[src/shared/usrc_defs.svh]
/*
  Constants for the UART sleep, low-power, direction-control and multidrop block.
  Assumes it is included by the package and by the design file, by bare name.
*/
`ifndef USRC_DEFS_SVH
`define USRC_DEFS_SVH

// ==========================================================================
// control bit positions
`define USRC_EFR_ENH_BIT       4
`define USRC_EFR_SPECIAL_BIT   5
`define USRC_IER_SLEEP_BIT     4
`define USRC_IER_LSI_BIT       2
`define USRC_EXTRA_FEATURE_CTRL_TWO_NINE_BIT    0
`define USRC_EXTRA_FEATURE_CTRL_TWO_AUTODIR_BIT 4
`define USRC_EXTRA_FEATURE_CTRL_TWO_INVERT_BIT  5
`define USRC_ADVANCED_FEATURE_CTRL_ONE_RXIGN_BIT   4
`define USRC_MCR_RTS_BIT       1
`define USRC_LCR_PAR_HI        5
`define USRC_LCR_PAR_LO        3
`define USRC_LCR_FORCE0        3'h7

// ==========================================================================
// timing
`define USRC_IDLE_CHARS        4
`define USRC_BITS_PER_CHAR     10
`define USRC_IDLE_CNT_W        16

// ==========================================================================
// reset values
`define USRC_DIR_IDLE          1'b1
`define USRC_RX_EN_RST         1'b0

`endif

[src/shared/usrc_pkg.sv]
/*
  Types for the UART sleep, low-power, direction-control and multidrop block.
  Assumes usrc_defs.svh is on the include path.
*/
package usrc_pkg;
  `include "usrc_defs.svh"

  // ========================================================================
  // per-channel control bits
  typedef struct packed {
    logic [7:0] enhanced_feature_reg;
    logic [7:0] interrupt_enable_reg;
    logic [7:0] extra_feature_ctrl_two;
    logic [7:0] advanced_feature_ctrl_one;
    logic [7:0] modem_control_reg;
    logic [7:0] line_control_reg;
    logic [7:0] stop_char2;
  } usrc_cfg_t;

  // per-channel status from the surrounding UART
  typedef struct packed {
    logic       tx_fifo_empty;
    logic       tx_shift_empty;
    logic       rx_fifo_empty;
    logic       int_pending;
    logic       tx_write;
    logic       flow_ctl_en;
    logic       flow_rts;
  } usrc_stat_t;

  // one received character with its ninth bit
  typedef struct packed {
    logic       valid;
    logic       ninth;
    logic [7:0] data;
  } usrc_char_t;

  // character forwarded to the receive FIFO
  typedef struct packed {
    logic       push;
    logic       par_err;
    logic [7:0] data;
  } usrc_push_t;

  typedef enum logic [2:0] {
    USRC_RUN   = 3'b001,
    USRC_SLEEP = 3'b010,
    USRC_LOWP  = 3'b100
  } usrc_pwr_t;
endpackage

[src/rtl/usrc_top.sv]
/*
  Power control, RS-485 direction control and 9-bit multidrop receive filter
  for a two-channel UART. Assumes the surrounding UART supplies its control
  registers, FIFO/interrupt status, received characters and a baud tick, and
  gates its own UART and baud clocks with the enable outputs of this block.
*/
// Function
// - sleep needs enhanced bit and both sleep enables
// - rx idle four characters unless override set
// - sleep also needs quiet modem, empty fifos
// - sleep stops uart and baud clocks
// - start bit, tx write, modem change wake
// - after wake, re-sleep automatically when conditions return
// - clearing either sleep enable ends sleep
// - low-power input stops clocks until low
// - direction output: modem bit, flow, or transmitter
// - auto mode: low on write, high when done
// - invert bit flips auto direction polarity
// - nine-bit mode: ninth bit marks address
// - disabled receiver drops data until address
// - address sets parity error, stored in fifo
// - enabled receiver keeps data, flags new addresses
// - special detect matches addresses, discards others
// - match auto-enables receiver, parity in error flag
// - mismatch while auto-enabled disables and discards
`timescale 1ns/10ps
`include "usrc_defs.svh"

module usrc_top
  import usrc_pkg::*;
(
  input  wire logic                 SYS_CLK,
  input  wire logic                 RST,
  input  wire usrc_pkg::usrc_cfg_t  CFG_A,
  input  wire usrc_pkg::usrc_cfg_t  CFG_B,
  input  wire usrc_pkg::usrc_stat_t STAT_A,
  input  wire usrc_pkg::usrc_stat_t STAT_B,
  input  wire usrc_pkg::usrc_char_t RX_CHAR_A,
  input  wire usrc_pkg::usrc_char_t RX_CHAR_B,
  input  wire logic                 RX_EN_SET_A,
  input  wire logic                 RX_EN_SET_B,
  input  wire logic                 RX_EN_CLR_A,
  input  wire logic                 RX_EN_CLR_B,
  input  wire logic                 BAUD_TICK,
  input  wire logic                 SERIAL_IN_CHAN_A,
  input  wire logic                 SERIAL_IN_CHAN_B,
  input  wire logic [3:0]           MODEM_IN_A,
  input  wire logic [3:0]           MODEM_IN_B,
  input  wire logic                 LOW_POWER_INPUT,
  output logic                      UART_CLK_EN,
  output logic                      BAUD_CLK_EN,
  output logic                      HOST_ISOLATE,
  output logic                      SLEEPING,
  output logic                      DIRECTION_CONTROL_OUT_A,
  output logic                      DIRECTION_CONTROL_OUT_B,
  output usrc_pkg::usrc_push_t      RX_PUSH_A,
  output usrc_pkg::usrc_push_t      RX_PUSH_B,
  output logic                      LINE_INT_A,
  output logic                      LINE_INT_B,
  output logic                      RX_ENABLED_A,
  output logic                      RX_ENABLED_B
);
  import usrc_pkg::*;

  localparam int IDLE_BITS = `USRC_IDLE_CHARS * `USRC_BITS_PER_CHAR;

  // ========================================================================
  // state
  typedef struct packed {
    logic [2:0]  sa;
    logic [2:0]  sb;
    logic [2:0]  sl;
    logic [3:0]  ma1;
    logic [3:0]  ma2;
    logic [3:0]  mb1;
    logic [3:0]  mb2;
    logic [3:0]  ma_prev;
    logic [3:0]  mb_prev;
    logic        ma_stable;
    logic        mb_stable;
    logic        rxa_prev;
    logic        rxb_prev;
    logic [`USRC_IDLE_CNT_W-1:0] idle_a;
    logic [`USRC_IDLE_CNT_W-1:0] idle_b;
    usrc_pwr_t   pwr;
    logic        clk_en;
    logic        isolate;
    logic        dir_a;
    logic        dir_b;
    logic        busy_a;
    logic        busy_b;
    logic        rxen_a;
    logic        rxen_b;
    usrc_push_t  push_a;
    usrc_push_t  push_b;
    logic        lint_a;
    logic        lint_b;
  } usrc_state_t;

  usrc_state_t s_q;
  usrc_state_t s_d;

  // ========================================================================
  // per-channel helpers
  function automatic logic sleep_en(input usrc_cfg_t c);
    sleep_en = c.enhanced_feature_reg[`USRC_EFR_ENH_BIT] & c.interrupt_enable_reg[`USRC_IER_SLEEP_BIT];
  endfunction

  // direction output for one channel; busy is data pending in transmitter
  function automatic logic dir_out(input usrc_cfg_t c, input usrc_stat_t st,
                                   input logic busy);
    logic lvl;
    lvl = 1'b0;
    if (c.extra_feature_ctrl_two[`USRC_EXTRA_FEATURE_CTRL_TWO_AUTODIR_BIT]) begin
      lvl = busy ? 1'b0 : 1'b1;
      if (c.extra_feature_ctrl_two[`USRC_EXTRA_FEATURE_CTRL_TWO_INVERT_BIT]) begin
        lvl = ~lvl;
      end
    end else if (st.flow_ctl_en) begin
      lvl = st.flow_rts;
    end else begin
      lvl = ~c.modem_control_reg[`USRC_MCR_RTS_BIT];
    end
    dir_out = lvl;
  endfunction

  // multidrop filter: returns {rx_enable, push, parity_err, line_int}
  function automatic logic [3:0] md_filter(input usrc_cfg_t c, input usrc_char_t ch,
                                           input logic rxen);
    logic nine;
    logic spec;
    logic force0;
    logic en;
    logic push;
    logic perr;
    logic lint;
    nine   = c.extra_feature_ctrl_two[`USRC_EXTRA_FEATURE_CTRL_TWO_NINE_BIT];
    spec   = c.enhanced_feature_reg[`USRC_EFR_SPECIAL_BIT];
    force0 = c.line_control_reg[`USRC_LCR_PAR_HI:`USRC_LCR_PAR_LO] == `USRC_LCR_FORCE0;
    en     = rxen;
    push   = 1'b0;
    perr   = 1'b0;
    lint   = 1'b0;
    if (ch.valid) begin
      if (!nine) begin
        push = rxen;
      end else if (spec) begin
        if (ch.ninth) begin
          if (ch.data == c.stop_char2) begin
            en   = 1'b1;
            push = 1'b1;
            perr = 1'b1;
            lint = c.interrupt_enable_reg[`USRC_IER_LSI_BIT];
          end else begin
            en = 1'b0;
          end
        end else begin
          push = rxen;
        end
      end else begin
        if (ch.ninth && force0) begin
          push = 1'b1;
          perr = 1'b1;
          lint = c.interrupt_enable_reg[`USRC_IER_LSI_BIT];
        end else begin
          push = rxen;
        end
      end
    end
    md_filter = {en, push, perr, lint};
  endfunction

  // ========================================================================
  // next state
  logic sleep_allowed;
  logic wake_evt;
  logic cond_a;
  logic cond_b;
  logic [3:0] fa;
  logic [3:0] fb;

  always_comb begin
    s_d = s_q;
    // three-stage pin sampling; a serial or low-power change counts once stages two and three agree, a modem change as soon as they differ
    s_d.sa = {s_q.sa[1:0], SERIAL_IN_CHAN_A};
    s_d.sb = {s_q.sb[1:0], SERIAL_IN_CHAN_B};
    s_d.sl = {s_q.sl[1:0], LOW_POWER_INPUT};
    s_d.ma1 = MODEM_IN_A;
    s_d.ma2 = s_q.ma1;
    s_d.ma_prev = s_q.ma2;
    s_d.mb1 = MODEM_IN_B;
    s_d.mb2 = s_q.mb1;
    s_d.mb_prev = s_q.mb2;
    s_d.ma_stable = (s_q.ma2 == s_q.ma_prev);
    s_d.mb_stable = (s_q.mb2 == s_q.mb_prev);
    if (s_q.sa[2] == s_q.sa[1]) begin
      s_d.rxa_prev = s_q.sa[2];
    end
    if (s_q.sb[2] == s_q.sb[1]) begin
      s_d.rxb_prev = s_q.sb[2];
    end

    // idle counters run on baud ticks while the line is high
    if (s_d.rxa_prev == 1'b0) begin
      s_d.idle_a = '0;
    end else if (BAUD_TICK && s_q.idle_a < IDLE_BITS[`USRC_IDLE_CNT_W-1:0]) begin
      s_d.idle_a = s_q.idle_a + 1'b1;
    end
    if (s_d.rxb_prev == 1'b0) begin
      s_d.idle_b = '0;
    end else if (BAUD_TICK && s_q.idle_b < IDLE_BITS[`USRC_IDLE_CNT_W-1:0]) begin
      s_d.idle_b = s_q.idle_b + 1'b1;
    end

    cond_a = STAT_A.tx_fifo_empty & STAT_A.tx_shift_empty & STAT_A.rx_fifo_empty
           & ~STAT_A.int_pending & s_q.ma_stable
           & (CFG_A.advanced_feature_ctrl_one[`USRC_ADVANCED_FEATURE_CTRL_ONE_RXIGN_BIT]
              | (s_q.idle_a == IDLE_BITS[`USRC_IDLE_CNT_W-1:0]));
    cond_b = STAT_B.tx_fifo_empty & STAT_B.tx_shift_empty & STAT_B.rx_fifo_empty
           & ~STAT_B.int_pending & s_q.mb_stable
           & (CFG_B.advanced_feature_ctrl_one[`USRC_ADVANCED_FEATURE_CTRL_ONE_RXIGN_BIT]
              | (s_q.idle_b == IDLE_BITS[`USRC_IDLE_CNT_W-1:0]));
    sleep_allowed = sleep_en(CFG_A) & sleep_en(CFG_B);

    // start bit is a falling edge on the agreed line level
    wake_evt = (s_q.rxa_prev & (s_q.sa[2] == s_q.sa[1]) & ~s_q.sa[2])
             | (s_q.rxb_prev & (s_q.sb[2] == s_q.sb[1]) & ~s_q.sb[2])
             | STAT_A.tx_write | STAT_B.tx_write
             | (s_q.ma2 != s_q.ma_prev) | (s_q.mb2 != s_q.mb_prev);

    unique case (s_q.pwr)
      USRC_RUN: begin
        if (sleep_allowed && cond_a && cond_b && !wake_evt) begin
          s_d.pwr = USRC_SLEEP;
        end
      end
      USRC_SLEEP: begin
        if (!sleep_allowed || wake_evt) begin
          s_d.pwr = USRC_RUN;
        end
      end
      USRC_LOWP: begin
        s_d.pwr = USRC_RUN;
      end
      default: begin
        s_d.pwr = USRC_RUN;
      end
    endcase
    // low-power pin overrides everything; agreement of stages two and three
    if (s_q.sl[2] == s_q.sl[1]) begin
      if (s_q.sl[2]) begin
        s_d.pwr = USRC_LOWP;
      end else if (s_q.pwr == USRC_LOWP) begin
        s_d.pwr = USRC_RUN;
      end
    end else if (s_q.pwr == USRC_LOWP) begin
      s_d.pwr = USRC_LOWP;
    end
    s_d.clk_en  = (s_d.pwr == USRC_RUN);
    s_d.isolate = (s_d.pwr == USRC_LOWP);

    // transmitter busy from fifo write until last bit shifted out
    if (STAT_A.tx_write) begin
      s_d.busy_a = 1'b1;
    end else if (STAT_A.tx_fifo_empty && STAT_A.tx_shift_empty) begin
      s_d.busy_a = 1'b0;
    end
    if (STAT_B.tx_write) begin
      s_d.busy_b = 1'b1;
    end else if (STAT_B.tx_fifo_empty && STAT_B.tx_shift_empty) begin
      s_d.busy_b = 1'b0;
    end
    s_d.dir_a = dir_out(CFG_A, STAT_A, s_d.busy_a);
    s_d.dir_b = dir_out(CFG_B, STAT_B, s_d.busy_b);

    // receiver enable: software set/clear, then filter's automatic change
    fa = md_filter(CFG_A, RX_CHAR_A, s_q.rxen_a);
    fb = md_filter(CFG_B, RX_CHAR_B, s_q.rxen_b);
    s_d.rxen_a = fa[3];
    s_d.rxen_b = fb[3];
    // an automatic change in the same cycle beats the controller's write
    if (!RX_CHAR_A.valid || fa[3] == s_q.rxen_a) begin
      if (RX_EN_SET_A) begin
        s_d.rxen_a = 1'b1;
      end else if (RX_EN_CLR_A) begin
        s_d.rxen_a = 1'b0;
      end
    end
    if (!RX_CHAR_B.valid || fb[3] == s_q.rxen_b) begin
      if (RX_EN_SET_B) begin
        s_d.rxen_b = 1'b1;
      end else if (RX_EN_CLR_B) begin
        s_d.rxen_b = 1'b0;
      end
    end
    s_d.push_a = '{push: fa[2], par_err: fa[1], data: RX_CHAR_A.data};
    s_d.push_b = '{push: fb[2], par_err: fb[1], data: RX_CHAR_B.data};
    s_d.lint_a = fa[0];
    s_d.lint_b = fb[0];
  end

  // ========================================================================
  // registers
  always_ff @(posedge SYS_CLK or posedge RST) begin
    if (RST) begin
      s_q         <= '0;
      s_q.sa      <= 3'h7;
      s_q.sb      <= 3'h7;
      s_q.rxa_prev <= 1'b1;
      s_q.rxb_prev <= 1'b1;
      s_q.pwr     <= USRC_RUN;
      s_q.clk_en  <= 1'b1;
      s_q.dir_a   <= `USRC_DIR_IDLE;
      s_q.dir_b   <= `USRC_DIR_IDLE;
      s_q.rxen_a  <= `USRC_RX_EN_RST;
      s_q.rxen_b  <= `USRC_RX_EN_RST;
    end else begin
      s_q <= s_d;
    end
  end

  // ========================================================================
  // outputs, all straight from flip-flops
  assign UART_CLK_EN             = s_q.clk_en;
  assign BAUD_CLK_EN             = s_q.clk_en;
  assign HOST_ISOLATE            = s_q.isolate;
  assign SLEEPING                = s_q.pwr[1];
  assign DIRECTION_CONTROL_OUT_A = s_q.dir_a;
  assign DIRECTION_CONTROL_OUT_B = s_q.dir_b;
  assign RX_PUSH_A               = s_q.push_a;
  assign RX_PUSH_B               = s_q.push_b;
  assign LINE_INT_A              = s_q.lint_a;
  assign LINE_INT_B              = s_q.lint_b;
  assign RX_ENABLED_A            = s_q.rxen_a;
  assign RX_ENABLED_B            = s_q.rxen_b;

endmodule

[config.mk]
export PLATFORM = sky130hd
export DESIGN_NAME = usrc_top
export DESIGN_NICKNAME = d
export VERILOG_FILES = /design/src/shared/usrc_pkg.sv /design/src/rtl/usrc_top.sv
export VERILOG_INCLUDE_DIRS = /design/src /design/src/shared
export SDC_FILE = /design/constraint.sdc
export NUM_CORES = 1
export LEC_CHECK = 0
export BUFFER_PORTS_ARGS = -buffer_cell sky130_fd_sc_hd__clkbuf_2
export CAP_MARGIN = 40
export CORE_MARGIN = 8
export CORE_UTILIZATION = 40
export CTS_BUF_LIST = sky130_fd_sc_hd__clkbuf_2
export DETAILED_ROUTE_END_ITERATION = 6
export GPL_ROUTABILITY_DRIVEN = 0
export GPL_TIMING_DRIVEN = 0
export PLACE_DENSITY = 0.71
export RECOVER_POWER = 50
export SKIP_LAST_GASP = 1
export SLEW_MARGIN = 10
export SYNTH_ARGS = -nofsm -noshare
export SYNTH_HDL_FRONTEND = slang
export SYNTH_SLANG_ARGS = --single-unit
[constraint.sdc]
create_clock -name SYS_CLK -period 5.9 [get_ports SYS_CLK]
set_clock_uncertainty 0.15 [all_clocks]
set_input_delay 0.295 -clock SYS_CLK [delete_from_list [all_inputs] [get_ports SYS_CLK]]
set_output_delay 0.295 -clock SYS_CLK [all_outputs]
set_load 0.01 [all_outputs]
==> metrics.md, run 1 <==
| Metric | Value |
|---|---|
| CTS tree | done |
| Syn Std Cell Area | 0.00395 sq mm |
| Core ar. | approximately 0.0097 sq mm |
| Top_reg_cell synth | dfrtp_1 |
| CP arrival | 3.14 ns |
| Routed WL | 9160 microns |
| Clock transition at the registers of the reported paths | 0.29 ns |
| Clk_lat worst skew | roughly 0.53 ns |
| Share of post-route cells with drive strength above 1 | 31.3% |
| Antenna violations before repair | 0 |
| Commonest non-fill, non-tap cell in the layout | clkbuf_2 |
| RSZ-0062 raised after global routing | no |
| Via Count | 2932 |
| Total Die Area | 0.0133 sq mm |
| EDFF count, synth | 0 |
| Async set-or-reset flop fraction in the synthesized netlist | between 90% and 100% |
| Crit-path max FO | 3 |
| Clock Sinks | 102 |
| Slew margin rel. | -66.8% |
| Rows | 36 |
| Layout Utilization | between 50% and 60% |
| H-tree Lvls | 3 |
| Synth Register Bits | 102 |
| Top cell type's share of synthesized area | ~57% |
| Worst Setup End Kind | register |
| Period utilisation layout | approximately 47% |
| Failing checks | capacitance limit, slew limit |
| Fin. Hold Viols | 0 |
| Status | finished, violations left |
| Fmax achieved | about 0.36 GHz |
| Syn_area_per_cell | about 13 sq um |
| Leakage | 2.60 nW |
| WS Path Type | input port to register |
| Critical Path Source Type | input port |
| Die Span X | approximately 120 microns |
| DPL Wire Length | 6220 microns |
| WL/cell | 14.2 microns |
| Fin area | between 0.005 and 0.006 sq mm |
| Yosys cell types | 40 |
| Worst Hold Class | input port to register |
| CTS resizes | 0 |
| Worst-margin pin slew | 2.49 ns |
| Setup violators final | 0 |
| Initial DRC Count | 96 |
| Pre-CTS worst setup slack | about 3.8 ns |
| Pwr dens | 238 mW/mm^2 |
| Peak VDD IR | 0.000117 V |
| Synth Instances | 315 |
| CTS Buffer Depth | 2 |
| Floorplan die height | 115 microns |
| Starting density of the core | approximately 41% |
| # diodes | 0 |
| Dpl cell area | 0.00475 sq mm |
| Final cell count without fillers | 645 |
| Required time worst endpoint | between 6 and 7 ns |
| # fillers | 770 |
| Avg Vias per Cell | 4.55 |
| Vias in the first global route | 3257 |
| Max_cap viols | 1 |
| Initial DRT Pass Iterations | 4 |
| First-pass GRT wire length | 15200 microns |
| Final WS setup | a little over 3 ns |
| Synth warn | 0 |
| I/O pin count | 194 |
| Layout Area Growth over Synthesis | 38.4% |
| Root buffer cell | clkbuf_2 |
| TritonCTS buffer count | 9 |
| Cells after DPL | 570 |
| Fin Setup TNS | 0 ns |
| Global Route Usage Sum | roughly 14% |
| Syn_nets | 483 |
| Nets | 675 |
| Port bufs | around 120 |
| Largest net degree at the start of global routing | 57 |
| Drt drc | 0 |
| Minimum clock period | 2.79 ns |
| Cell taking the most area after synthesis | dfrtp_1 |
| Grt ovf | 0 |
| Commonest cells after routing, fill and taps aside | clkbuf_2 (113), dfrtp_1 (90), dlygate4sd3_1 (59), xnor2_1 (24), nor2_1 (23) |
| Sequential fraction of the synthesis area | 65.0% |
| Slew Limit Fails | 56 |
| Ranking of synthesized cells by area | dfrtp_1 (57%), dfstp_2 (8.0%), xnor2_1 (5.3%) |
| ANT nets after route | 0 |
[worst max-delay path, cell delays in order]
cell and delay (ns):
dlygate4sd3_1 0.54, clkbuf_1 0.16, xnor2_1 0.14, nand3_1 0.09, nor3_1 0.42, a41oi_1 0.20
dlygate4sd3_1 0.61, o21ai_1 0.13, dlygate4sd3_1 0.55
[path summary, 6_finish.rpt]
check | startpoint | to | slack (ns) | cells past startpoint
setup / recovery | RX_CHAR_B[5] | RX_ENABLED_B$_DFF_PP0_ | 3.11 | 9
hold / removal | CFG_A[28] | BAUD_CLK_EN$_DFF_PP1_ | 0.12 | 5
setup reg to reg | s_q[44]$_DFFE_PP0P_ | SLEEPING$_DFF_PP0_ | 3.79 | 5
hold reg to reg | s_d[85]$_DFF_PP0_ | s_d[73]$_DFF_PP0_ | 0.23 | 0
max in group asynchronous | RST | s_q[52]$_DFFE_PP0P_ | 3.67 | 3
min in group asynchronous | RST | RX_PUSH_A[6]$_DFF_PP0_ | 0.78 | 3
[Yosys cell counts (3+ instances only)]
cell and instances:
nand4_1 5, xor2_1 10, dfrtp_1 90, nor4_1 5, buf_4 21, and2_1 20, nor3_1 7, a21o_1 4
ha_1 4, dfstp_2 12, a31oi_1 4, a21oi_1 6, nor2_1 23, xnor2_1 24, nand4b_1 5, nand2_1 15
nor4_2 3, inv_1 12, o21ai_1 8, nand3_1 8
[stage by stage]
| step | total power (W) | hold slack [ns] |
|---|---|---|
| 6_report | 0.00130 | 0.124 |
| 5_1_grt | 0.00137 | 0.129 |
| 4_1_cts | 0.00132 | 0.00697 |
| 3_5_place_dp | 0.000914 | 0.185 |
| 3_3_place_gp | 0.000906 | 0.184 |
| 2_1_floorplan | 0.000841 | 0.149 |
[final cells by class]
| cell class | count | area (sq um) | share of cell area (%) |
|---|---|---|---|
| buffer | 23 | 165 | 3.02 |
| clock buffer | 9 | 45.0 | 0.823 |
| clock inverter | 7 | 103 | 1.88 |
| inverter | 14 | 53.8 | 0.984 |
| multi-input combinational | 176 | 1170 | 21.3 |
| sequential | 102 | 2570 | 46.9 |
| tap | 133 | 166 | 3.04 |
| timing repair buffer | 181 | 1200 | 22.0 |
[routing by layer]
layer  global-route usage [%]  wire length (microns)  vias to the layer above
li1                         -                      -                     1432
met1                     17.6                   3970                     1355
met2                     22.0                   4100                      128
met3                     6.46                    957                       17
met4                     5.08                    133                        0
met5                        0                      0                        -
[registers in the layout (all words and copies together), names as in the netlist]
register                 count
RX_PUSH_A                   10
LINE_INT_A                   1
HOST_ISOLATE                 1
BAUD_CLK_EN                  1
RX_PUSH_B                   10
DIRECTION_CONTROL_OUT_A      1
DIRECTION_CONTROL_OUT_B      1
s_d                         22
s_q                         51
SLEEPING                     1
LINE_INT_B                   1
RX_ENABLED_A                 1
RX_ENABLED_B                 1
[cell families (layout without fill, tap and decap cells)]
group                      count (synthesis)  count (layout)  share of synthesized area (%)
AOI/OAI and AO/OA                         36              36                           6.14
adders and majority gates                  4               4                           1.27
and+or+nand+nor                          102             102                           14.6
DFF                                      102             102                           65.0
buffers and inverters                     37             234                           5.51
xor gates and xnor gates                  34              34                           7.53
[report_power, final]
| group | internal (W) | total [W] | leakage [nW] | switching [W] |
|---|---|---|---|---|
| clock | 0.000114 | 0.000362 | 0.0856 | 0.000248 |
| combinational | 0.0000993 | 0.000181 | 1.25 | 0.0000818 |
| sequential | 0.000738 | 0.000757 | 1.26 | 0.0000192 |
[repair_timing]
action | in CTS | in global routing
hold buffers | 58 | 1
hold endpoints to repair | 88 | 2
setup buffers | 0 | 0
No activity file was read; power rests on OpenSTA's default activity.
==> run 2, diff against run 1 <==
==> constraint.sdc (replaced) <==
create_clock -name SYS_CLK -period 2.8 [get_ports SYS_CLK]
set_clock_uncertainty 0.15 [all_clocks]
set_input_delay 0.14 -clock SYS_CLK [delete_from_list [all_inputs] [get_ports SYS_CLK]]
set_output_delay 0.14 -clock SYS_CLK [all_outputs]
set_load 0.01 [all_outputs]
==> metrics.md, run 2 (synthesis results as in run 1) <==
| Metric | Value |
|---|---|
| Status | finished, violations left (unchanged) |
| Minimum clock period | around 2.6 ns |
| Area occupied by multi-input gates | 0.00117 sq mm (unchanged) |
| Max_cap viols | 1 (unchanged) |
| Core ar. | 0.00968 sq mm (unchanged) |
| Fin Setup TNS | 0 ns (unchanged) |
| Peak VDD IR | 0.000331 V (was 0.000117 V) |
| Sequential cell area | 0.00257 sq mm (unchanged) |
| CTS Buffer Depth | 2 (unchanged) |
| Avg Vias per Cell | 4.66 (was 4.55) |
| Required time worst endpoint | 3.17 ns (was 6.25 ns) |
| Cells on Worst Hold Path | 2 (was 5) |
| Hold Path End | s_d[80]$_DFF_PP0_ (was BAUD_CLK_EN$_DFF_PP1_) |
| Commonest non-fill, non-tap cell in the layout | clkbuf_2 (unchanged) |
| Fmax achieved | between 0.3 and 0.4 GHz |
| Port bufs | 121 (unchanged) |
| Clock power frac | 28.0% (was 27.8%) |
| CP max-delay cell | dlygate4sd3_1 (unchanged) |
| CP peak stage delay | 0.61 ns (about the same) |
| Setup violators final | 0 (unchanged) |
| Initial DRT Pass Iterations | 4 (unchanged) |
| I/O pin count | 194 (unchanged) |
| Die Span X | 115 microns (unchanged) |
| Drt drc | 0 (unchanged) |
| ANT nets after route | 0 (unchanged) |
| Period utilisation layout | 94.5% |
| CTS resizes | 0 (unchanged) |
| Fin. Hold Viols | 0 (unchanged) |
| Crit-path max FO | 3 (unchanged) |
| Reg-to-reg slack, setup | 0.25 ns (was 3.79 ns) |
| Slew margin rel. | -5.76% (was -66.8%) |
| Int Pwr | 0.00208 W (was 0.000951 W) |
| Sequential power share | 57.4% (was 58.2%) |
| Initial DRC Count | 128 (was 96) |
| Worst-margin pin slew | 1.58 ns (was 2.49 ns) |
| CP arrival | 3.02 ns (was 3.14 ns) |
| Biggest register | s_q (unchanged) |
| Sw power | 0.000695 W (was 0.000349 W) |
| Via Count | 3097 (was 2932) |
| Worst Setup End Kind | register (unchanged) |
| Hold path start | MODEM_IN_B[3] (was CFG_A[28]) |
| Final cell count without fillers | 664 (was 645) |
| CTS tree | done (unchanged) |
| Reg-to-reg endpoint | BAUD_CLK_EN$_DFF_PP1_ (was SLEEPING$_DFF_PP0_) |
| TritonCTS buffer count | 9 (unchanged) |
| Antenna violations before repair | 0 (unchanged) |
| Total Die Area | 0.0133 sq mm (unchanged) |
| Vias in the first global route | 3456 (was 3257) |
| Cells after DPL | 571 (was 570) |
| RSZ-0062 raised after global routing | no (unchanged) |
| Routed WL | 10000 microns (was 9160 microns) |
| First-pass GRT wire length | 16200 microns (was 15200 microns) |
| Pwr dens | 494 mW/mm^2 (was 238 mW/mm^2) |
| Clock transition at the registers of the reported paths | 0.27 ns (was 0.29 ns) |
| Most frequent CP cell | dlygate4sd3_1 (unchanged) |
| Share of post-route cells with drive strength above 1 | 26.6% (was 31.3%) |
| Largest register FFs | 51 (unchanged) |
| Layout Area Growth over Synthesis | 42.4% (was 38.4%) |
| Setup Fix Bufs, Post-CTS | 0 (unchanged) |
| Clock Sinks | 102 (unchanged) |
| # fillers | 780 (was 770) |
| Critical path's top delay family | buffers and inverters (unchanged) |
| Largest net degree at the start of global routing | 39 (was 57) |
| Grt ovf | 0 (unchanged) |
| Nets | 694 (was 675) |
| Global Route Usage Sum | 15.5% (was 14.4%) |
| DPL Wire Length | 6350 microns (was 6220 microns) |
| Clk_lat worst skew | 0.55 ns (was 0.53 ns) |
| Critical Path Source Type | input port (unchanged) |
| Floorplan die height | 115 microns (unchanged) |
| CTS Hold Bufs | 74 (was 58) |
| Leakage | 2.62 nW (was 2.60 nW) |
| Root buffer cell | clkbuf_2 (unchanged) |
| Commonest cells after routing, fill and taps aside | clkbuf_2 (96), dfrtp_1 (90), dlygate4sd3_1 (77), clkbuf_1 (38), xnor2_1 (24) (was clkbuf_2 (113), dfrtp_1 (90), dlygate4sd3_1 (59), xnor2_1 (24), nor2_1 (23)) |
| CP cell instances | dlygate4sd3_1 > clkbuf_1 > xnor2_1 > nand2_1 > nor3_1 > a41oi_1 > dlygate4sd3_1 > o21ai_1 > dlygate4sd3_1 (was dlygate4sd3_1 > clkbuf_1 > xnor2_1 > nand3_1 > nor3_1 > a41oi_1 > dlygate4sd3_1 > o21ai_1 > dlygate4sd3_1) |
| Buf+Inv Stages, Crit Path | 4 (unchanged) |
| Failing checks | capacitance limit, slew limit (unchanged) |
| H-tree Lvls | 3 (unchanged) |
| WS Path Type | input port to register (unchanged) |
| Sw Ratio | 25.0% (was 26.9%) |
| Worst Hold Class | input port to register (unchanged) |
| Rows | 36 (unchanged) |
| Worst R2R Path Depth | 6 (was 5) |
| Share of total power in combinational logic | 14.6% (was 13.9%) |
| # diodes | 0 (unchanged) |
| Critical R2R Launch | s_q[44]$_DFFE_PP0P_ (unchanged) |
| Starting density of the core | 40.8% (unchanged) |
| Slew Limit Fails | 36 (was 56) |
| WL/cell | 15.1 microns (was 14.2 microns) |
## run 2: cell types whose count changed in the layout (fill, tap and decap cells not counted), sizes merged
| cell | before | now |
|---|---|---|
| dlygate4sd3 | 59 | 77 |
| buf | 22 | 23 |
| inv | 15 | 14 |
| clkbuf | 132 | 134 |
| bufinv | 1 | 2 |
| clkinv | 4 | 2 |
## run 2: per-stage QoR
step                area [sq um]  utilization, %  total power (W)  hold slack (ns)  setup WS [ns]
floorplan                   3960               -          0.00177         -0.00552          0.979
global placement            4730            48.8          0.00191           0.0808          0.699
detailed placement          4770            49.2          0.00193           0.0872          0.783
CTS                         5650            58.3          0.00281          0.00456          0.295
global route                5630            58.1          0.00292         0.000489         0.0799
finish                      5630            58.1          0.00278           0.0953          0.154
## run 2: area by class of cell
type / count / area share (%)
Buffer: 23 / 2.93
Clock buffer: 11 / 0.978
Clock inverter: 5 / 1.47
Inverter: 14 / 0.956
Multi-Input combinational cell: 176 / 20.7
Sequential cell: 102 / 45.6
Tap cell: 133 / 2.96
Timing Repair Buffer: 200 / 24.4
## run 2: worst max-delay path by stage
stage / from / slack [ns] / endpoint / cells past startpoint
3_3_place_gp: RST / 0.70 / s_q[32]$_DFF_PP0_ / 2
5_1_grt: s_q[44]$_DFFE_PP0P_ / 0.08 / BAUD_CLK_EN$_DFF_PP1_ / 6
3_5_place_dp: s_q[44]$_DFFE_PP0P_ / 0.78 / SLEEPING$_DFF_PP0_ / 5
6_report: RX_CHAR_A[1] / 0.15 / RX_ENABLED_A$_DFF_PP0_ / 9
2_1_floorplan: s_q[30]$_DFF_PP1_ / 0.98 / SLEEPING$_DFF_PP0_ / 5
4_1_cts: s_q[44]$_DFFE_PP0P_ / 0.29 / BAUD_CLK_EN$_DFF_PP1_ / 6
## run 2: power groups by stage
stage / clock network (W) / logic [W] / registers, W
after floorplan: 0 / 0.000156 / 0.00162
after global placement: 0 / 0.000294 / 0.00162
after detailed placement: 0 / 0.000309 / 0.00162
after CTS: 0.000818 / 0.000400 / 0.00159
after global routing: 0.000868 / 0.000448 / 0.00160
final: 0.000778 / 0.000405 / 0.00159
## run 2: per-layer routing
| metal | part of all wire, % | routed length [microns] | vias to the layer above | GRT usage, % |
|---|---|---|---|---|
| li1 | - | - | 1467 | - |
| met1 | 40 | 4020 | 1478 | 17.7 |
| met2 | 47 | 4750 | 132 | 24.5 |
| met3 | 11 | 1110 | 20 | 8.40 |
| met4 | 1.6 | 165 | 0 | 4.73 |
| met5 | 0 | 0 | - | 0 |
